===== src/verilog/sipa_pkg.sv =====
// Purpose: Shared constants and types for the serial programming port.
// Assumes: 100 MHz system clock; pages of 32 bytes, 64 pages.
// Notes:   All timing figures are kept in their printed unit and converted.
package sipa_pkg;

   // System clock
   localparam int CLK_PERIOD_NS = 10;

   // Power-on reset time, printed in microseconds
   localparam int POR_TIME_US    = 100;
   localparam int POR_CYCLES     = (POR_TIME_US * 1000) / CLK_PERIOD_NS;
   localparam int POR_CNT_W      = 14;

   // Serial clock least period, printed in ns, and its cycle count
   localparam int SCK_MIN_NS     = 200;
   localparam int SCK_MIN_CYCLES = (SCK_MIN_NS + CLK_PERIOD_NS - 1) / CLK_PERIOD_NS;

   // Address field layout
   localparam int ADDR_W         = 16;
   localparam int OFFSET_W       = 5;
   localparam int PAGE_W         = 6;
   localparam int OFFSET_LSB     = 0;
   localparam int PAGE_LSB       = OFFSET_LSB + OFFSET_W;
   localparam int PAGE_BYTES     = 32;

   // Packet preamble
   localparam logic [7:0] PREAMBLE_0 = 8'hAA;
   localparam logic [7:0] PREAMBLE_1 = 8'h55;

   // Byte positions within the packet header, and index of the last bit of a byte
   localparam logic [2:0] IDX_PRE0   = 3'h0;
   localparam logic [2:0] IDX_PRE1   = 3'h1;
   localparam logic [2:0] IDX_OPCODE = 3'h2;
   localparam logic [2:0] IDX_ADDRHI = 3'h3;
   localparam logic [2:0] IDX_ADDRLO = 3'h4;
   localparam logic [2:0] BIT_LAST   = 3'h7;

   // Word carried by the write stream: opcode, page, offset, data
   localparam int STREAM_W       = 8 + PAGE_W + OFFSET_W + 8;

   // Frame states
   typedef enum logic [4:0] {
      ST_IDLE = 5'h01,
      ST_PRE  = 5'h02,
      ST_HDR  = 5'h04,
      ST_DATA = 5'h08,
      ST_SKIP = 5'h10
   } sipa_state_t;

   // Page number from the two address bytes
   function automatic logic [PAGE_W-1:0] sipa_page_of(input logic [ADDR_W-1:0] addr);
      sipa_page_of = addr[PAGE_LSB +: PAGE_W];
   endfunction : sipa_page_of

   // Byte offset from the two address bytes
   function automatic logic [OFFSET_W-1:0] sipa_offset_of(input logic [ADDR_W-1:0] addr);
      sipa_offset_of = addr[OFFSET_LSB +: OFFSET_W];
   endfunction : sipa_offset_of

endpackage : sipa_pkg


===== src/verilog/sipa_isp_port.sv =====
// Purpose: Slave side of the serial programming port of the code memory.
// Assumes: Serial pins and reset pin are asynchronous to i_clock.
// Notes:   Serial clock is sampled and its edges found on i_clock.
`timescale 1ns/1ns
module sipa_isp_port
   import sipa_pkg::*;
#(
   parameter int POR_COUNT = POR_CYCLES
) (
   input  wire logic                i_clock,        // System clock
   input  wire logic                i_arst_n,       // Async reset, active low
   input  wire logic                i_rst_pin_n,    // Device reset pin, low = reset
   input  wire logic                i_sck,          // Serial clock pin
   input  wire logic                i_ss_n,         // Slave select pin, active low
   input  wire logic                i_mosi,         // Serial data in
   output logic                     o_miso,         // Serial data out
   output logic                     o_miso_oe,      // Drive enable for data out
   output logic                     o_io_release,   // General I/O pins tristated
   output logic                     o_por_done,     // Power-on reset complete
   output logic                     o_in_system_programming_mode, // Mode flag
   output logic [PAGE_W-1:0]        o_rd_page,      // Read page address
   output logic [OFFSET_W-1:0]      o_rd_offset,    // Read byte address
   input  wire logic [7:0]          i_rd_data,      // Memory byte at read address
   output logic                     o_wr_valid,     // Stream word valid
   input  wire logic                i_wr_ready,     // Stream word taken
   output logic [STREAM_W-1:0]      o_wr_word,      // Opcode, page, offset, data
   output logic                     o_cmd_done,     // Command completed pulse
   output logic [7:0]               o_cmd_opcode,   // Opcode of last command
   output logic [PAGE_W-1:0]        o_cmd_page,     // Page of last command
   output logic                     o_reload_error, // Position loaded twice
   output logic                     o_overrun       // Byte lost to stall
);

   // Synchronisers and edge history
   logic [1:0]        rst_sync_reg;
   logic [2:0]        sck_sync_reg;
   logic [2:0]        ss_sync_reg;
   logic [1:0]        mosi_sync_reg;
   logic              rst_q;
   logic              sck_rise;
   logic              sck_fall;
   logic              ss_fall;
   logic              ss_rise;
   logic              ss_q;
   logic              mosi_q;

   logic [POR_CNT_W-1:0] por_cnt_reg;
   logic              por_done_reg;
   logic              prog_mode_reg;
   sipa_state_t       state_reg;
   logic [2:0]        bit_cnt_reg;
   logic [2:0]        byte_idx_reg;
   logic [7:0]        rx_reg;
   logic [7:0]        tx_reg;
   logic [7:0]        opcode_reg;
   logic [7:0]        addr_hi_reg;
   logic [PAGE_W-1:0] page_reg;
   logic [OFFSET_W-1:0] offset_reg;
   logic [PAGE_BYTES-1:0] loaded_reg;
   logic              pend_valid_reg;
   logic [STREAM_W-1:0] pend_word_reg;
   logic              cmd_done_reg;
   logic [7:0]        cmd_opcode_reg;
   logic [PAGE_W-1:0] cmd_page_reg;
   logic              reload_err_reg;
   logic              overrun_reg;
   logic              byte_done;
   logic [7:0]        rx_byte;
   logic              in_data_byte;
   logic              buf_in_ready;

   // Pin synchronisers: first stage feeds only the second
   always_ff @(posedge i_clock or negedge i_arst_n) begin
      if (!i_arst_n) begin
         rst_sync_reg  <= 2'h0;
         sck_sync_reg  <= 3'h0;
         ss_sync_reg   <= 3'h7;
         mosi_sync_reg <= 2'h0;
      end else begin
         rst_sync_reg  <= {rst_sync_reg[0], i_rst_pin_n};
         sck_sync_reg  <= {sck_sync_reg[1:0], i_sck};
         ss_sync_reg   <= {ss_sync_reg[1:0], i_ss_n};
         mosi_sync_reg <= {mosi_sync_reg[0], i_mosi};
      end
   end

   assign rst_q    = rst_sync_reg[1];
   assign ss_q     = ss_sync_reg[1];
   assign mosi_q   = mosi_sync_reg[1];
   // Serial clock edges found on the system clock
   assign sck_rise = sck_sync_reg[1] & ~sck_sync_reg[2];
   assign sck_fall = ~sck_sync_reg[1] & sck_sync_reg[2];
   assign ss_fall  = ~ss_sync_reg[1] & ss_sync_reg[2];
   assign ss_rise  = ss_sync_reg[1] & ~ss_sync_reg[2];

   // I/O released once synchronised reset low is seen
   assign o_io_release = ~rst_q | ~por_done_reg;

   // Power-on reset counter
   always_ff @(posedge i_clock or negedge i_arst_n) begin
      if (!i_arst_n) begin
         por_cnt_reg  <= '0;
         por_done_reg <= 1'b0;
      end else if (!por_done_reg) begin
         por_cnt_reg  <= por_cnt_reg + 1'b1;
         por_done_reg <= (por_cnt_reg == POR_CNT_W'(POR_COUNT - 1));
      end
   end

   // Mode held only while reset pin is low
   always_ff @(posedge i_clock or negedge i_arst_n) begin
      if (!i_arst_n) begin
         prog_mode_reg <= 1'b0;
      end else begin
         prog_mode_reg <= por_done_reg & ~rst_q;
      end
   end

   // Shift in on rising edge inside a frame
   assign byte_done    = sck_rise & ~ss_q & prog_mode_reg & (bit_cnt_reg == BIT_LAST);
   assign rx_byte      = {rx_reg[6:0], mosi_q};
   assign in_data_byte = byte_done & (state_reg == ST_DATA);

   always_ff @(posedge i_clock or negedge i_arst_n) begin
      if (!i_arst_n) begin
         rx_reg      <= 8'h00;
         bit_cnt_reg <= 3'h0;
      end else if (ss_q || !prog_mode_reg) begin
         bit_cnt_reg <= 3'h0;
      end else if (sck_rise) begin
         rx_reg      <= rx_byte;
         bit_cnt_reg <= bit_cnt_reg + 3'h1;
      end
   end

   // Shift out on falling edge; new byte loads from memory
   always_ff @(posedge i_clock or negedge i_arst_n) begin
      if (!i_arst_n) begin
         tx_reg <= 8'h00;
      end else if (ss_fall) begin
         tx_reg <= 8'h00;
      end else if (sck_fall && !ss_q && prog_mode_reg) begin
         if (bit_cnt_reg == 3'h0 && state_reg == ST_DATA) begin
            tx_reg <= i_rd_data;
         end else begin
            tx_reg <= {tx_reg[6:0], 1'b0};
         end
      end
   end

   assign o_miso    = tx_reg[7];
   assign o_miso_oe = prog_mode_reg & ~ss_q;

   // Packet framing: preamble, header, data
   always_ff @(posedge i_clock or negedge i_arst_n) begin
      if (!i_arst_n) begin
         state_reg    <= ST_IDLE;
         byte_idx_reg <= 3'h0;
      end else if (!prog_mode_reg || ss_q) begin
         state_reg    <= ST_IDLE;
         byte_idx_reg <= 3'h0;
      end else begin
         case (state_reg)
            ST_IDLE: begin
               state_reg    <= ST_PRE;
               byte_idx_reg <= 3'h0;
            end
            ST_PRE: begin
               if (byte_done) begin
                  byte_idx_reg <= byte_idx_reg + 3'h1;
                  if (byte_idx_reg == IDX_PRE0 && rx_byte != PREAMBLE_0) begin
                     state_reg <= ST_SKIP;
                  end else if (byte_idx_reg == IDX_PRE1) begin
                     state_reg <= (rx_byte == PREAMBLE_1) ? ST_HDR : ST_SKIP;
                  end
               end
            end
            ST_HDR: begin
               if (byte_done) begin
                  byte_idx_reg <= byte_idx_reg + 3'h1;
                  if (byte_idx_reg == IDX_ADDRLO) begin
                     state_reg <= ST_DATA;
                  end
               end
            end
            ST_DATA: state_reg <= ST_DATA;
            ST_SKIP: state_reg <= ST_SKIP;
            default: state_reg <= ST_IDLE;
         endcase
      end
   end

   // Header capture, page fixed, offset sweep with wrap
   always_ff @(posedge i_clock or negedge i_arst_n) begin
      if (!i_arst_n) begin
         opcode_reg  <= 8'h00;
         addr_hi_reg <= 8'h00;
         page_reg    <= '0;
         offset_reg  <= '0;
      end else if (byte_done && state_reg == ST_HDR) begin
         if (byte_idx_reg == IDX_OPCODE) begin
            opcode_reg <= rx_byte;
         end
         if (byte_idx_reg == IDX_ADDRHI) begin
            addr_hi_reg <= rx_byte;
         end
         if (byte_idx_reg == IDX_ADDRLO) begin
            page_reg   <= sipa_page_of({addr_hi_reg, rx_byte});
            offset_reg <= sipa_offset_of({addr_hi_reg, rx_byte});
         end
      end else if (in_data_byte) begin
         offset_reg <= offset_reg + 1'b1;
      end
   end

   assign o_rd_page   = page_reg;
   assign o_rd_offset = offset_reg;

   // Pending byte waits for room in the buffer; set wins over clear
   always_ff @(posedge i_clock or negedge i_arst_n) begin
      if (!i_arst_n) begin
         pend_valid_reg <= 1'b0;
         pend_word_reg  <= '0;
      end else if (in_data_byte) begin
         pend_valid_reg <= 1'b1;
         pend_word_reg  <= {opcode_reg, page_reg, offset_reg, rx_byte};
      end else if (buf_in_ready) begin
         pend_valid_reg <= 1'b0;
      end
   end

   // Loaded-position tracking and error flags
   always_ff @(posedge i_clock or negedge i_arst_n) begin
      if (!i_arst_n) begin
         loaded_reg     <= '0;
         reload_err_reg <= 1'b0;
         overrun_reg    <= 1'b0;
      end else if (ss_fall) begin
         loaded_reg     <= '0;
         reload_err_reg <= 1'b0;
         overrun_reg    <= 1'b0;
      end else if (in_data_byte) begin
         loaded_reg[offset_reg] <= 1'b1;
         if (loaded_reg[offset_reg]) begin
            reload_err_reg <= 1'b1;
         end
         if (pend_valid_reg && !buf_in_ready) begin
            overrun_reg <= 1'b1;
         end
      end
   end

   // Command completes on select high
   always_ff @(posedge i_clock or negedge i_arst_n) begin
      if (!i_arst_n) begin
         cmd_done_reg   <= 1'b0;
         cmd_opcode_reg <= 8'h00;
         cmd_page_reg   <= '0;
      end else begin
         cmd_done_reg <= ss_rise & prog_mode_reg & (state_reg == ST_DATA);
         if (ss_rise && prog_mode_reg && state_reg == ST_DATA) begin
            cmd_opcode_reg <= opcode_reg;
            cmd_page_reg   <= page_reg;
         end
      end
   end

   assign o_por_done                   = por_done_reg;
   assign o_in_system_programming_mode = prog_mode_reg;
   assign o_cmd_done                   = cmd_done_reg;
   assign o_cmd_opcode                 = cmd_opcode_reg;
   assign o_cmd_page                   = cmd_page_reg;
   assign o_reload_error               = reload_err_reg;
   assign o_overrun                    = overrun_reg;

   // Write stream buffer
   sipa_pair_buf #(.WIDTH(STREAM_W)) u_buf (
      .i_clock     (i_clock),
      .i_arst_n    (i_arst_n),
      .i_in_valid  (pend_valid_reg),
      .o_in_ready  (buf_in_ready),
      .i_in_data   (pend_word_reg),
      .o_out_valid (o_wr_valid),
      .i_out_ready (i_wr_ready),
      .o_out_data  (o_wr_word)
   );
endmodule : sipa_isp_port


===== src/verilog/sipa_pair_buf.sv =====
// Purpose: Two-entry buffer with valid and ready on both sides.
// Assumes: Single clock, asynchronous active-low reset.
// Notes:   Output data comes straight from the storage flip-flops.
`timescale 1ns/1ns
module sipa_pair_buf
   import sipa_pkg::*;
#(
   parameter int WIDTH = STREAM_W
) (
   input  wire logic             i_clock,     // System clock
   input  wire logic             i_arst_n,    // Async reset, active low
   input  wire logic             i_in_valid,  // Word offered
   output logic                  o_in_ready,  // Room for a word
   input  wire logic [WIDTH-1:0] i_in_data,   // Word in
   output logic                  o_out_valid, // Word available
   input  wire logic             i_out_ready, // Receiver takes word
   output logic      [WIDTH-1:0] o_out_data   // Word out
);

   logic [WIDTH-1:0] mem_reg [0:1];
   logic             wr_ptr_reg;
   logic             rd_ptr_reg;
   logic [1:0]       count_reg;
   logic             push;
   logic             pop;

   // Honest full and empty
   assign o_in_ready  = (count_reg != 2'h2);
   assign o_out_valid = (count_reg != 2'h0);
   assign o_out_data  = mem_reg[rd_ptr_reg];
   assign push        = i_in_valid & o_in_ready;
   assign pop         = o_out_valid & i_out_ready;

   // Storage and pointers
   always_ff @(posedge i_clock or negedge i_arst_n) begin
      if (!i_arst_n) begin
         mem_reg[0] <= '0;
         mem_reg[1] <= '0;
         wr_ptr_reg <= 1'b0;
         rd_ptr_reg <= 1'b0;
      end else begin
         if (push) begin
            mem_reg[wr_ptr_reg] <= i_in_data;
            wr_ptr_reg          <= ~wr_ptr_reg;
         end
         if (pop) begin
            rd_ptr_reg <= ~rd_ptr_reg;
         end
      end
   end

   // Fill level
   always_ff @(posedge i_clock or negedge i_arst_n) begin
      if (!i_arst_n) begin
         count_reg <= 2'h0;
      end else if (push && !pop) begin
         count_reg <= count_reg + 2'h1;
      end else if (pop && !push) begin
         count_reg <= count_reg - 2'h1;
      end
   end

endmodule : sipa_pair_buf


===== config.mk =====
export PLATFORM = sky130hd
export DESIGN_NAME = sipa_isp_port
export DESIGN_NICKNAME = d
export VERILOG_FILES = /design/src/verilog/sipa_pkg.sv /design/src/verilog/sipa_isp_port.sv /design/src/verilog/sipa_pair_buf.sv
export SDC_FILE = /design/constraint.sdc
export NUM_CORES = 1
export LEC_CHECK = 0
export BUFFER_PORTS_ARGS = -buffer_cell sky130_fd_sc_hd__clkbuf_2
export CORE_ASPECT_RATIO = 1.2
export CORE_UTILIZATION = 40
export CTS_CLUSTER_SIZE = 25
export DETAILED_ROUTE_END_ITERATION = 6
export GPL_ROUTABILITY_DRIVEN = 0
export RECOVER_POWER = 50
export SLEW_MARGIN = 20
export SYNTH_ARGS = -nofsm -noshare
export SYNTH_HDL_FRONTEND = slang
export SYNTH_SLANG_ARGS = --single-unit

===== constraint.sdc =====
create_clock -name i_clock -period 3.15 [get_ports i_clock]
set_clock_uncertainty 0.2 [all_clocks]
set_input_delay 0.63 -clock i_clock [delete_from_list [all_inputs] [get_ports i_clock]]
set_output_delay 0.63 -clock i_clock [all_outputs]
set_load 0.03 [all_outputs]

==> results.txt, run 1 <==
----------------------------------------------------
[Layout]
  Max FFs per register ... 54
  Area occupied by registers ... 5240 sq um
  Finished layout cell area ... 10,500 sq um
  # diodes ... 0
  Area of combinational cells with multiple inputs ... 3640 sq um
  Area growth from synthesis to layout ... 15.7%
  Number of fill cells in the layout ... 2,051
  Net count reported at finish ... 857
  Share of final-layout standard cells stronger than drive strength 1 ... 33.2%

[Critical path]
  Startpoint of the most critical register-to-register path ... ss_sync_reg[1]$_DFF_PN1_
  Category of the most critical setup path ... flop to output pin
  Critical path peak fanout ... 9
  R2r setup slk ... 0.44 ns
  Worst R2R Path Depth ... 5
  Critical Path AT ... 1.93 ns
  Req. time, crit path ... 2.32 ns
  Startpoint Class ... flop
  Crit Reg-Reg Endpoint ... opcode_reg[6]$_DFFE_PN0P_
  Type of destination of the critical path ... output pin
  Critical path capture point ... o_miso_oe
  Critical Path Start ... ss_sync_reg[1]$_DFF_PN1_

[Logic synthesis]
  Post-Synthesis Cell Area ... 9100 sq um
  Gate Count Post-Synth ... 748
  Unique masters post-synth ... 58
  Total nets after synthesis ... 777
  Main synth FF type ... sky130_fd_sc_hd__dfrtp_1
  Async S/R FF share, synth ... 100%
  Area share of the leading cell type in the synthesized netlist ... 56.3%
  Register area share after synthesis ... 57.5%
  Main area contributors after synthesis ... sky130_fd_sc_hd__dfrtp_1, sky130_fd_sc_hd__mux2_2, sky130_fd_sc_hd__nand2_1, sky130_fd_sc_hd__a21oi_1, sky130_fd_sc_hd__mux4_2
  Syn avg cell area ... 12.2 sq um
  Number of flops mapped to enable cells by yosys ... 0
  YS warnings ... 0
  Largest area contributor in the synthesized netlist ... sky130_fd_sc_hd__dfrtp_1
  Number of flip-flops and latches in the synthesized netlist ... 209

[Placement]
  DP Area ... 9820 sq um
  Post-DP HPWL ... 12,400 microns
  Number of buffers added on ports ... 75

[CTS]
  TritonCTS clock tree ... built
  Worst-skew pair later-pin latency ... 0.50 ns
  Number of buffers inserted during clock tree synthesis ... 22
  Clock Root Buffer ... sky130_fd_sc_hd__clkbuf_16
  Post-cts sizing count ... 0
  Maximum root-to-sink buffer count ... 3
  Clock transition time at the flip-flop clock pins of the worst setup and hold paths ... 0.06 ns
  CTS H-Tree Depth ... 1
  Clock sink total ... 209

[Detailed routing]
  Initial drt markers ... 287
  Number of iterations in the first detailed-routing pass ... 4
  Vias per Instance ... 5.11
  Count of antenna-violating nets left after detailed routing ... 0
  DRC violations left ... 0
  Sum of routed wire length over all layers ... 18,300 microns
  Total number of vias ... 5,740
  Drt wl/cell ... 16.3 microns

[STA]
  Tightest slew margin relative to the limit ... 9.80%
  Setup repair after global routing missed its margin ... false
  Worst-case hold slack ... 0.0197 ns
  Pin slew with the least headroom to its limit ... 1.35 ns
  Count of final hold-check violations ... 0
  Fraction of the cycle the final worst path needs ... 87.6%
  Final slew viol count ... 0
  Achievable Freq ... 362 MHz
  Number of setup violations in the final report ... 0
  Final-layout setup total negative slack ... 0 ns
  Post-layout min period ... 2.76 ns

[Pwr]
  Relative contribution of sequential cells to total power ... 50.8%
  Internal power consumption ... 4.21 mW
  Tot Pwr ... 5.31 mW
  Net switching power ... 1.10 mW
  Leak ... 5.37 nW
  Switching part of the total power ... 20.7%
  Combinational power share ... 1.6%
  Maximum VDD drop ... 298 uV
  PwrDens ... 504 nW/um^2
  Clk pwr share ... 47.6%

[Die]
  Io pins ... 76
  DIE AREA ... 23,400 sq um
  Floorplan die width ... 140 microns
  Number of rows created at floorplan ... 60
  Area of the core region ... 22,400 sq um
  Starting density of the core ... 40.7%
  Vert. Die Dim ... 167 microns

[Global routing]
  Total overflow reported by the global router ... 0
  GR Util All Layers ... 16.4%
  Antenna violations before repair ... 0
  Via count of the first global-routing pass ... 5,980
  Pin count of the biggest net entering global routing ... 58
  Wire length of the first global-routing pass ... 31,300 microns

[Worst hold path]
  Path class of the lowest-slack min-delay path ... primary input to flop

[Outcome]
  Status ... finished clean

[Run]
  Maximum Capacitance Violations ... 0

----------------------------------------------------
[logic make-up after synthesis]
| group | after synthesis | share of synthesized area (%) |
|---|---|---|
| DFF | 209 | 57.5 |
| AOI/OAI and AO/OA | 86 | 5.55 |
| xor gates and xnor gates | 21 | 2.02 |
| and+or+nand+nor | 227 | 12.2 |
| muxes | 140 | 18.2 |
| buffers and inverters | 51 | 2.58 |
| adders and majority gates | 14 | 1.92 |
[routing by layer]
metal	vias up	part of all wire, %	GRT usage (%)
met5	-	0	0
met4	0	1.7	4.87
met3	27	3.6	2.46
met2	98	48	27.8
met1	2866	46	21.8
li1	2749	-	-
[what timing repair did]
| item | in CTS | in global routing |
|---|---|---|
| endpoints found under the hold margin | 47 | 0 |
| buffers inserted | 0 | 0 |
| hold buffers | 1 | 0 |
[metrics by stage]
stage | instances | utilization (%) | worst slack, ns
2_1_floorplan | 748 | - | 0.867
3_3_place_gp | 1082 | 43.9 | 0.713
3_5_place_dp | 1082 | 43.9 | 0.629
4_1_cts | 1123 | 47.2 | 0.404
5_1_grt | 1123 | 47.1 | 0.220
6_report | 1123 | 47.1 | 0.389
[cells in the mapped netlist, types with 5 or more instances]
master and count:
sky130_fd_sc_hd__dfrtp_1 205, sky130_fd_sc_hd__mux2_2 122, sky130_fd_sc_hd__nand2_1 105, sky130_fd_sc_hd__nor2_1 48
sky130_fd_sc_hd__a21oi_1 44, sky130_fd_sc_hd__clkbuf_1 18, sky130_fd_sc_hd__o21ai_0 17, sky130_fd_sc_hd__inv_1 15
sky130_fd_sc_hd__buf_2 14, sky130_fd_sc_hd__ha_1 14, sky130_fd_sc_hd__xnor2_1 14, sky130_fd_sc_hd__nand2b_1 11
sky130_fd_sc_hd__mux2i_1 9, sky130_fd_sc_hd__mux4_2 8, sky130_fd_sc_hd__nand3_1 8, sky130_fd_sc_hd__nand4_1 7
sky130_fd_sc_hd__nor3_1 7, sky130_fd_sc_hd__xor2_1 7, sky130_fd_sc_hd__and3_1 6, sky130_fd_sc_hd__nor3_2 5
[power by group through the flow]
stage | registers [mW] | logic (mW) | clock network, mW
6_report | 2.70 | 0.0834 | 2.53
5_1_grt | 2.70 | 0.0988 | 2.72
4_1_cts | 2.70 | 0.0903 | 2.60
3_5_place_dp | 2.75 | 0.0890 | 0
3_3_place_gp | 2.75 | 0.0891 | 0
2_1_floorplan | 2.75 | 0.0116 | 0
[worst max-delay path, cell delays in order (launching register included)]
cell and delay [ns]:
sky130_fd_sc_hd__dfstp_1 0.59, sky130_fd_sc_hd__nand2b_1 0.37, sky130_fd_sc_hd__inv_1 0.24, sky130_fd_sc_hd__clkbuf_2 0.24
[layout make-up]
cell class | instances | area share, %
Clock buffer | 32 | 6.07
Multi-Input combinational cell | 488 | 34.5
Timing Repair Buffer | 92 | 5.13
Tap cell | 279 | 3.31
Inverter | 15 | 0.534
Clock inverter | 8 | 0.748
Sequential cell | 209 | 49.7
[worst min-delay path by stage]
stage	start	end	cells past startpoint
2_1_floorplan	i_arst_n	addr_hi_reg[0]$_DFFE_PN0P_	0
5_1_grt	i_ss_n	ss_sync_reg[0]$_DFF_PN1_	1
4_1_cts	i_ss_n	ss_sync_reg[0]$_DFF_PN1_	1
3_5_place_dp	rst_sync_reg[0]$_DFF_PN0_	rst_sync_reg[1]$_DFF_PN0_	0
3_3_place_gp	rst_sync_reg[0]$_DFF_PN0_	rst_sync_reg[1]$_DFF_PN0_	0
6_report	i_ss_n	ss_sync_reg[0]$_DFF_PN1_	1
[cells in the final DEF (no fill, tap or decap), types with 3 or more instances in the layout]
| cell | netlist | layout |
|---|---|---|
| sky130_fd_sc_hd__dfrtp_1 | 205 | 205 |
| sky130_fd_sc_hd__dfstp_2 | 4 | 3 |
| sky130_fd_sc_hd__nor2_1 | 48 | 46 |
| sky130_fd_sc_hd__nor4_1 | 3 | 3 |
| sky130_fd_sc_hd__mux2i_1 | 9 | 9 |
| sky130_fd_sc_hd__nor2_2 | 3 | 5 |
| sky130_fd_sc_hd__a211oi_1 | 4 | 4 |
| sky130_fd_sc_hd__mux2_2 | 122 | 121 |
| sky130_fd_sc_hd__o21ai_0 | 17 | 17 |
| sky130_fd_sc_hd__nor3_1 | 7 | 7 |
| sky130_fd_sc_hd__xnor2_1 | 14 | 14 |
| sky130_fd_sc_hd__clkbuf_16 | 0 | 23 |
| sky130_fd_sc_hd__nand2_1 | 105 | 105 |
| sky130_fd_sc_hd__nand2b_1 | 11 | 11 |
| sky130_fd_sc_hd__buf_12 | 0 | 3 |
| sky130_fd_sc_hd__nor3_2 | 5 | 5 |
| sky130_fd_sc_hd__a31oi_1 | 4 | 4 |
| sky130_fd_sc_hd__inv_1 | 15 | 15 |
| sky130_fd_sc_hd__mux4_2 | 8 | 8 |
| sky130_fd_sc_hd__clkbuf_8 | 0 | 3 |
| sky130_fd_sc_hd__buf_4 | 1 | 12 |
| sky130_fd_sc_hd__a21oi_1 | 44 | 44 |
| sky130_fd_sc_hd__o31ai_1 | 4 | 4 |
| sky130_fd_sc_hd__and3_1 | 6 | 6 |
| sky130_fd_sc_hd__ha_1 | 14 | 14 |
| sky130_fd_sc_hd__clkinv_4 | 0 | 3 |
| sky130_fd_sc_hd__clkbuf_1 | 18 | 6 |
| sky130_fd_sc_hd__clkbuf_2 | 0 | 76 |
| sky130_fd_sc_hd__nand4_1 | 7 | 7 |
| sky130_fd_sc_hd__clkinv_2 | 0 | 3 |
| sky130_fd_sc_hd__nand3_1 | 8 | 8 |
| sky130_fd_sc_hd__xor2_1 | 7 | 7 |
| sky130_fd_sc_hd__or2_2 | 3 | 3 |
No activity file was read; power rests on OpenSTA's default activity.
==> run 2, diff against run 1 <==
--- a/config.mk
+++ b/config.mk
@@ -5,6 +5,7 @@
 export SDC_FILE = /design/constraint.sdc
 export NUM_CORES = 1
 export LEC_CHECK = 0
+export ABC_AREA = 1
 export BUFFER_PORTS_ARGS = -buffer_cell sky130_fd_sc_hd__clkbuf_2
 export CORE_ASPECT_RATIO = 1.2
 export CORE_UTILIZATION = 40
==> run 2 against run 1 <==
Register-to-register slack better by 0.16 ns. Worst setup slack better by 0.21 ns. Wire length up 8.1%. Sequential cell count unchanged. Synthesized area down 0.30%. Highest routed layer unchanged. Global-route usage up 1.4 points. Via count up 19%. Clock-buffer cell count down 2. Worst hold slack worse by 0.0034 ns. Largest cell class unchanged. The run now ends with capacitance limit, slew limit left.
==> results.txt, run 2 <==
----------------------------------------------------
[Detailed routing]
  Number of iterations in the first detailed-routing pass ... 5 (+1)
  Drt wl/cell ... 14.0 microns (-14%)
  Sum of routed wire length over all layers ... 19,800 microns (+8.1%)
  Count of antenna-violating nets left after detailed routing ... 0 (unchanged)
  DRC violations left ... 0 (unchanged)
  Total number of vias ... 6,851 (+19%)
  Initial drt markers ... 350 (+22%)
  Vias per Instance ... 4.85 (-5.1%)

[Logic synthesis]
  Simple logic cell fraction of the synthesized area ... 19.9% (+7.7 points)
  Multiplexer share of the synthesized area ... 0% (-18 points)
  Register area share after synthesis ... 57.7% (+0.17 points)
  Main synth FF type ... sky130_fd_sc_hd__dfrtp_1
  Adder and majority gate portion of the synthesized area ... 1.93% (+0.0058 points)
  Largest family of logic cells by synthesized area ... simple AND/OR/NAND/NOR gates
  Synth cell count leaders ... sky130_fd_sc_hd__nand2_1, sky130_fd_sc_hd__dfrtp_1, sky130_fd_sc_hd__o21ai_0
  Total nets after synthesis ... 1,079 (+39%)
  Fraction of synthesized cell area in xor and xnor cells ... 1.74% (-0.28 points)
  Area share of the leading cell type in the synthesized netlist ... 56.5% (+0.17 points)
  Number of flip-flops and latches in the synthesized netlist ... 209 (unchanged)
  Gate Count Post-Synth ... 1,050 (+40%)
  YS warnings ... 0 (unchanged)
  Synthesized-area fraction occupied by ao, oa, aoi and oai cells ... 11.1% (+5.5 points)
  Largest area contributor in the synthesized netlist ... sky130_fd_sc_hd__dfrtp_1
  Unique masters post-synth ... 34 (-41%)
  Async S/R FF share, synth ... 100% (unchanged)
  Syn avg cell area ... 8.65 sq um (-29%)
  Most common cell in the synthesized netlist ... sky130_fd_sc_hd__nand2_1
  Main area contributors after synthesis ... sky130_fd_sc_hd__dfrtp_1, sky130_fd_sc_hd__nand2_1, sky130_fd_sc_hd__o21ai_0, sky130_fd_sc_hd__inv_1, sky130_fd_sc_hd__nand3_1
  Number of flops mapped to enable cells by yosys ... 0 (unchanged)
  Post-Synthesis Cell Area ... 9080 sq um (-0.30%)

[CTS]
  Clock transition time at the flip-flop clock pins of the worst setup and hold paths ... 0.06 ns (about the same)
  TritonCTS clock tree ... built
  Maximum root-to-sink buffer count ... 3 (unchanged)
  Worst-skew pair later-pin latency ... 0.51 ns (about the same)
  Post-cts sizing count ... 0 (unchanged)
  Clock sink total ... 209 (unchanged)
  CTS H-Tree Depth ... 1 (unchanged)
  Number of buffers inserted during clock tree synthesis ... 23 (+4.5%)
  Clock Root Buffer ... sky130_fd_sc_hd__clkbuf_16

[Layout]
  Finished layout cell area ... 10,400 sq um (-0.88%)
  Area growth from synthesis to layout ... 15.1%
  Area occupied by registers ... 5240 sq um (unchanged)
  Number of fill cells in the layout ... 2,244 (+9.4%)
  Highest-count cells in the layout ignoring fill and taps ... sky130_fd_sc_hd__nand2_1, sky130_fd_sc_hd__dfrtp_1, sky130_fd_sc_hd__o21ai_0
  Area of combinational cells with multiple inputs ... 3150 sq um (-14%)
  Net count reported at finish ... 1,150 (+34%)
  # diodes ... 0 (unchanged)
  Max FFs per register ... 54 (unchanged)
  Leading cell type in the layout, fill and taps excluded ... sky130_fd_sc_hd__nand2_1
  Share of final-layout standard cells stronger than drive strength 1 ... 12.3% (-21 points)

[Outcome]
  Violated checks ... capacitance limit, slew limit
  Status ... finished with violations

[Global routing]
  Met3 routing resource usage after global routing ... 2.53% (+0.071 points)
  Total overflow reported by the global router ... 0 (unchanged)
  GRT met1 Usage ... 24.5% (+2.7 points)
  Pin count of the biggest net entering global routing ... 64 (+10%)
  Wire length of the first global-routing pass ... 34,000 microns (+8.5%)
  Global routing met2 resource utilization ... 29.3% (+1.5 points)
  GR Util All Layers ... 17.8% (+1.4 points)
  Highest-utilization routing layer at the global route stage ... met2
  Antenna violations before repair ... 0 (unchanged)
  Via count of the first global-routing pass ... 6,734 (+13%)

[STA]
  Post-layout min period ... 2.55 ns (-0.214 ns)
  Count of final hold-check violations ... 0 (unchanged)
  Worst-case hold slack ... 0.0163 ns (-0.00336 ns)
  Tightest slew margin relative to the limit ... -5.58% (-15 points)
  Achievable Freq ... 393 MHz (+8.4%)
  Final slew viol count ... 59 (+59)
  Fraction of the cycle the final worst path needs ... 80.9% (-6.8 points)
  Final-layout setup total negative slack ... 0 ns (unchanged)
  Setup repair after global routing missed its margin ... false
  Number of setup violations in the final report ... 0 (unchanged)
  Pin slew with the least headroom to its limit ... 1.58 ns (+0.231 ns)

[Die]
  Starting density of the core ... 40.6% (-0.12 points)
  Io pins ... 76 (unchanged)
  Area of the core region ... 22,400 sq um (unchanged)
  Floorplan die width ... 140 microns (-0.15%)
  Vert. Die Dim ... 167 microns (-0.15%)
  Number of rows created at floorplan ... 60 (unchanged)
  DIE AREA ... 23,300 sq um (-0.30%)

[Pwr]
  Relative contribution of sequential cells to total power ... 49.3% (-1.5 points)
  Net switching power ... 1.31 mW (+19%)
  Maximum VDD drop ... 423 uV (+42%)
  Leak ... 5.04 nW (-6.1%)
  Combinational power share ... 5.5% (+3.9 points)
  Internal power consumption ... 4.22 mW (+0.29%)
  Clk pwr share ... 45.2% (-2.4 points)
  PwrDens ... 530 nW/um^2 (+5.2%)
  Switching part of the total power ... 23.7% (+3.0 points)

[Critical path]
  Critical Path Start ... state_reg[2]$_DFFE_PN0P_
  Crit Reg-Reg Endpoint ... loaded_reg[26]$_DFFE_PN0P_
  Critical Path AT ... 2.77 ns (+0.84 ns)
  Largest stage delay on the critical path ... 0.50 ns (-0.09 ns)
  Worst R2R Path Depth ... 6 (+1)
  Req. time, crit path ... 3.37 ns (+1.05 ns)
  R2r setup slk ... 0.60 ns (+0.16 ns)
  Startpoint Class ... flop
  Crit path cell chain ... nor4_4, clkbuf_1, nand2_4, inv_2, nand3_1, a21oi_1
  Category of the most critical setup path ... flop to flop
  Worst path slowest cell ... sky130_fd_sc_hd__nand2_4
  Critical path capture point ... loaded_reg[26]$_DFFE_PN0P_
  Critical path peak fanout ... 63 (+54)
  Startpoint of the most critical register-to-register path ... state_reg[2]$_DFFE_PN0P_
  Type of destination of the critical path ... flop

[Placement]
  Post-DP HPWL ... 13,100 microns (+5.2%)
  DP Area ... 9750 sq um (-0.73%)
  Number of buffers added on ports ... 75 (unchanged)

[Worst hold path]
  Path class of the lowest-slack min-delay path ... primary input to flop

[Run]
  Maximum Capacitance Violations ... 1 (+1)

----------------------------------------------------
## run 2: cell types whose count changed in the layout (fill, tap and decap cells not counted), sizes merged, moves of 4 or more
| cell | delta |
|---|---|
| a21oi | -4 |
| mux2 | -123 |
| nand2 | +219 |
| inv | +114 |
| a211oi | -4 |
| and3 | -6 |
| xnor2 | -8 |
| nor2 | -19 |
| o21ai | +125 |
| nand3 | +44 |
| mux2i | -9 |
| nand2b | -11 |
| mux4 | -8 |
| xor2 | +5 |
## run 2: routing by layer
layer	share of wire (%)	vias to the layer above
li1	-	3455
met3	4.4	34
met1	47	3217
met5	0	-
met2	47	145
met4	2.3	0
## run 2: logic make-up after synthesis
logic type / after synthesis
xor+xnor: 18
fa+ha+maj: 14
simple gates: 436
flops: 209
compound gates: 196
buf+inv: 177
## run 2: worst max-delay path: cells and delay by family, from the launching register on
family                 cells  cell delay, ns
AO/OA/AOI/OAI              1            0.15
buffers and inverters      2            0.79
flip-flops                 1            0.43
AND/OR/NAND/NOR            3            0.88
## run 2: cell type report
type	count	area share, %
well taps	279	3.34
clock inverters	8	0.443
clock buffers	30	6.24
multi-input cells	664	30.1
repair buffers	92	5.04
inverters	131	4.71
flip-flops and latches	209	50.1
## run 2: worst min path at each step
stage | startpoint | to | slack (ns) | cells after the start
4_1_cts | i_ss_n | ss_sync_reg[0]$_DFF_PN1_ | 0.001 | 1
6_report | i_ss_n | ss_sync_reg[0]$_DFF_PN1_ | 0.02 | 1
3_5_place_dp | rst_sync_reg[0]$_DFF_PN0_ | rst_sync_reg[1]$_DFF_PN0_ | 0.14 | 0
3_3_place_gp | rst_sync_reg[0]$_DFF_PN0_ | rst_sync_reg[1]$_DFF_PN0_ | 0.13 | 0
5_1_grt | i_ss_n | ss_sync_reg[0]$_DFF_PN1_ | 0.0007 | 1
2_1_floorplan | i_arst_n | addr_hi_reg[0]$_DFFE_PN0P_ | 0.13 | 0
## run 2: timing repair
action / CTS / global route
setup buffers: 0 / 0
hold buffers: 1 / 0
hold endpoints to repair: 56 / 0
## run 2: metrics by stage
| step | setup WS, ns | power, mW | util (%) | instances |
|---|---|---|---|---|
| finish | 0.603 | 5.53 | 46.7 | 1413 |
| global route | 0.380 | 5.75 | 46.7 | 1413 |
| CTS | 0.565 | 5.61 | 46.8 | 1413 |
| detailed placement | 0.785 | 3.10 | 43.6 | 1374 |
| global placement | 0.850 | 3.09 | 43.6 | 1374 |
| floorplan | 1.08 | 2.94 | - | 1050 |
## run 2: power by group through the flow
stage / combinational (mW) / clock (mW) / sequential, mW
2_1_floorplan: 0.170 / 0 / 2.77
3_3_place_gp: 0.318 / 0 / 2.78
3_5_place_dp: 0.319 / 0 / 2.78
4_1_cts: 0.322 / 2.56 / 2.73
5_1_grt: 0.348 / 2.67 / 2.73
6_report: 0.305 / 2.50 / 2.73
==> run 3, diff against run 2 <==
==> constraint.sdc (replaced) <==
create_clock -name i_clock -period 2.5 [get_ports i_clock]
set_clock_uncertainty 0.2 [all_clocks]
set_input_delay 0.5 -clock i_clock [delete_from_list [all_inputs] [get_ports i_clock]]
set_output_delay 0.5 -clock i_clock [all_outputs]
set_load 0.03 [all_outputs]
==> run 3 against run 2 <==
The flow now finishes without violations. Sequential power rose by 26%. Critical path depth fell by 2. Die area did not move. Non-clock buffer count rose by 10. Worst hold slack improved by 0.0048 ns. Sequential share of layout area fell by 0.94 points. Critical path type is now flop to output pin. Critical endpoint is now o_wr_word[1]. Largest power group is now clock. Highest routed layer unchanged.
==> results.txt, run 3 (synthesized netlist as in run 2, its figures left out) <==
----------------------------------------------------
[Die]
  Io pins ... 76 (unchanged)
  Number of rows created at floorplan ... 60 (unchanged)
  Vert. Die Dim ... 167 microns (unchanged)
  Starting density of the core ... 40.6% (unchanged)
  DIE AREA ... 23,300 sq um (unchanged)
  Area of the core region ... 22,400 sq um (unchanged)
  Floorplan die width ... 140 microns (unchanged)

[Critical path]
  Critical Path AT ... 1.66 ns (-1.11 ns)
  Type of destination of the critical path ... output pin
  Category of the most critical setup path ... flop to output pin
  R2r setup slk ... 0.33 ns (-0.27 ns)
  Startpoint Class ... flop
  Crit Reg-Reg Endpoint ... tx_reg[3]$_DFFE_PN0P_
  Critical Path Start ... u_buf.rd_ptr_reg$_DFFE_PN0P_
  Worst R2R Path Depth ... 5 (-1)
  Req. time, crit path ... 1.80 ns (-1.57 ns)
  Critical path peak fanout ... 27 (-57%)
  Startpoint of the most critical register-to-register path ... state_reg[2]$_DFFE_PN0P_

[Pwr]
  Combinational power share ... 5.3% (-0.2 points)
  PwrDens ... 692 nW/um^2 (+31%)
  Leak ... 5.15 nW (+2.1%)
  Clk pwr share ... 47.9% (+2.7 points)
  Switching part of the total power ... 23.1% (-0.59 points)
  Maximum VDD drop ... 400 uV (-5.4%)
  Relative contribution of sequential cells to total power ... 46.7% (-2.6 points)
  Internal power consumption ... 5.66 mW (+34%)
  Net switching power ... 1.70 mW (+30%)

[Global routing]
  Total overflow reported by the global router ... 0 (unchanged)
  GR Util All Layers ... 18.2% (+0.35 points)
  Wire length of the first global-routing pass ... 34,600 microns (+1.8%)
  Via count of the first global-routing pass ... 6,808 (+1.1%)
  Antenna violations before repair ... 0 (unchanged)
  Pin count of the biggest net entering global routing ... 56 (-13%)

[Worst hold path]
  Path class of the lowest-slack min-delay path ... primary input to flop
  Worst Hold Path EP ... tx_reg[0]$_DFFE_PN0P_
  Hold path startpoint ... i_rd_data[0]
  Hold Crit Depth ... 3 (+2)

[Run]
  Maximum Capacitance Violations ... 0 (-1)

[Layout]
  Final core utilization ... 47.6% (+0.89 points)
  Max FFs per register ... 54 (unchanged)
  Leading cell type in the layout, fill and taps excluded ... sky130_fd_sc_hd__nand2_1
  Highest-count cells in the layout ignoring fill and taps ... sky130_fd_sc_hd__nand2_1, sky130_fd_sc_hd__dfrtp_1, sky130_fd_sc_hd__o21ai_0
  # diodes ... 0 (unchanged)
  Share of final-layout standard cells stronger than drive strength 1 ... 13.1% (+0.72 points)
  Area growth from synthesis to layout ... 17.3%
  Net count reported at finish ... 1,160 (+0.87%)

[Detailed routing]
  Drt wl/cell ... 14.0 microns (about the same)
  Vias per Instance ... 4.85 (about the same)
  Sum of routed wire length over all layers ... 20,000 microns (+1.0%)
  Number of iterations in the first detailed-routing pass ... 5 (unchanged)
  Count of antenna-violating nets left after detailed routing ... 0 (unchanged)
  Initial drt markers ... 355 (+1.4%)
  Total number of vias ... 6,923 (+1.1%)
  DRC violations left ... 0 (unchanged)

[CTS]
  Number of buffers inserted during clock tree synthesis ... 23 (unchanged)
  Maximum root-to-sink buffer count ... 3 (unchanged)
  Clock transition time at the flip-flop clock pins of the worst setup and hold paths ... 0.06 ns (about the same)
  Worst-skew pair later-pin latency ... 0.52 ns (about the same)
  Clock sink total ... 209 (unchanged)
  TritonCTS clock tree ... built
  Clock Root Buffer ... sky130_fd_sc_hd__clkbuf_16
  CTS H-Tree Depth ... 1 (unchanged)

[STA]
  Setup repair after global routing missed its margin ... false
  Count of final hold-check violations ... 0 (unchanged)
  Final slew viol count ... 0 (-100%)
  Final-layout setup total negative slack ... 0 ns (unchanged)
  Pin slew with the least headroom to its limit ... 1.07 ns (-0.517 ns)
  Post-layout min period ... 2.36 ns
  Tightest slew margin relative to the limit ... 28.9% (+34 points)
  Fraction of the cycle the final worst path needs ... 94.5%
  Achievable Freq ... 423 MHz
  Number of setup violations in the final report ... 0 (unchanged)

[Placement]
  Post-DP HPWL ... 13,500 microns (+3.5%)
  Number of buffers added on ports ... 75 (unchanged)

[Outcome]
  Status ... finished clean

----------------------------------------------------
-- run 3: power groups by stage --
stage / Clock, mW / Combinational [mW] / Sequential [mW]
2_1_floorplan: 0 / 0.214 / 3.49
3_3_place_gp: 0 / 0.402 / 3.50
3_5_place_dp: 0 / 0.399 / 3.50
4_1_cts: 3.63 / 0.406 / 3.44
5_1_grt: 3.77 / 0.449 / 3.44
6_report: 3.53 / 0.391 / 3.44
-- run 3: per-layer routing --
layer | track usage [%] | up-vias | share of wire, %
met2 | 30.3 | 125 | 47
li1 | - | 3492 | -
met4 | 5.70 | 0 | 2.2
met1 | 24.4 | 3272 | 47
met5 | 0 | - | 0
met3 | 2.70 | 34 | 4.1
-- run 3: final cells by class --
class,instances,area (sq um)
multi-input cells,664,3150
fillers,2190,11700
repair buffers,102,616
flip-flops and latches,209,5240
inverters,131,494
clock inverters,12,154
well taps,279,349
clock buffers,30,652
-- run 3: per-stage QoR --
step / instances / total power, mW / hold slack (ns) / instance area (sq um) / worst slack, ns
6_report: 1427 / 7.36 / 0.0211 / 10600 / 0.138
4_1_cts: 1427 / 7.48 / 0.00802 / 10700 / 0.0230
5_1_grt: 1427 / 7.67 / 0.0373 / 10600 / 0.0438
2_1_floorplan: 1050 / 3.71 / 0.00441 / 9080 / 0.460
3_5_place_dp: 1380 / 3.90 / 0.138 / 9810 / 0.382
3_3_place_gp: 1380 / 3.90 / 0.135 / 9810 / 0.444
-- run 3: how the worst max path moves through the flow --
stage,endpoint
floorplan,o_rd_offset[1]$_DFFE_PN0P_
global placement,opcode_reg[7]$_DFFE_PN0P_
detailed placement,opcode_reg[3]$_DFFE_PN0P_
CTS,o_wr_word[8]
global route,o_wr_word[20]
finish,o_wr_word[1]
-- run 3: repair_timing --
item,4_1_cts,5_1_grt
setup buffers,0,0
endpoints found under the setup margin,0,26
endpoints found under the hold margin,37,0
hold buffers,5,0
gates resized for setup,0,2
-- run 3: critical path, cell delays in order (launching register included) --
cell and delay, ns:
sky130_fd_sc_hd__dfrtp_1 0.38, sky130_fd_sc_hd__buf_4 0.34, sky130_fd_sc_hd__nand2_1 0.09, sky130_fd_sc_hd__nand2_1 0.11
sky130_fd_sc_hd__clkbuf_2 0.21
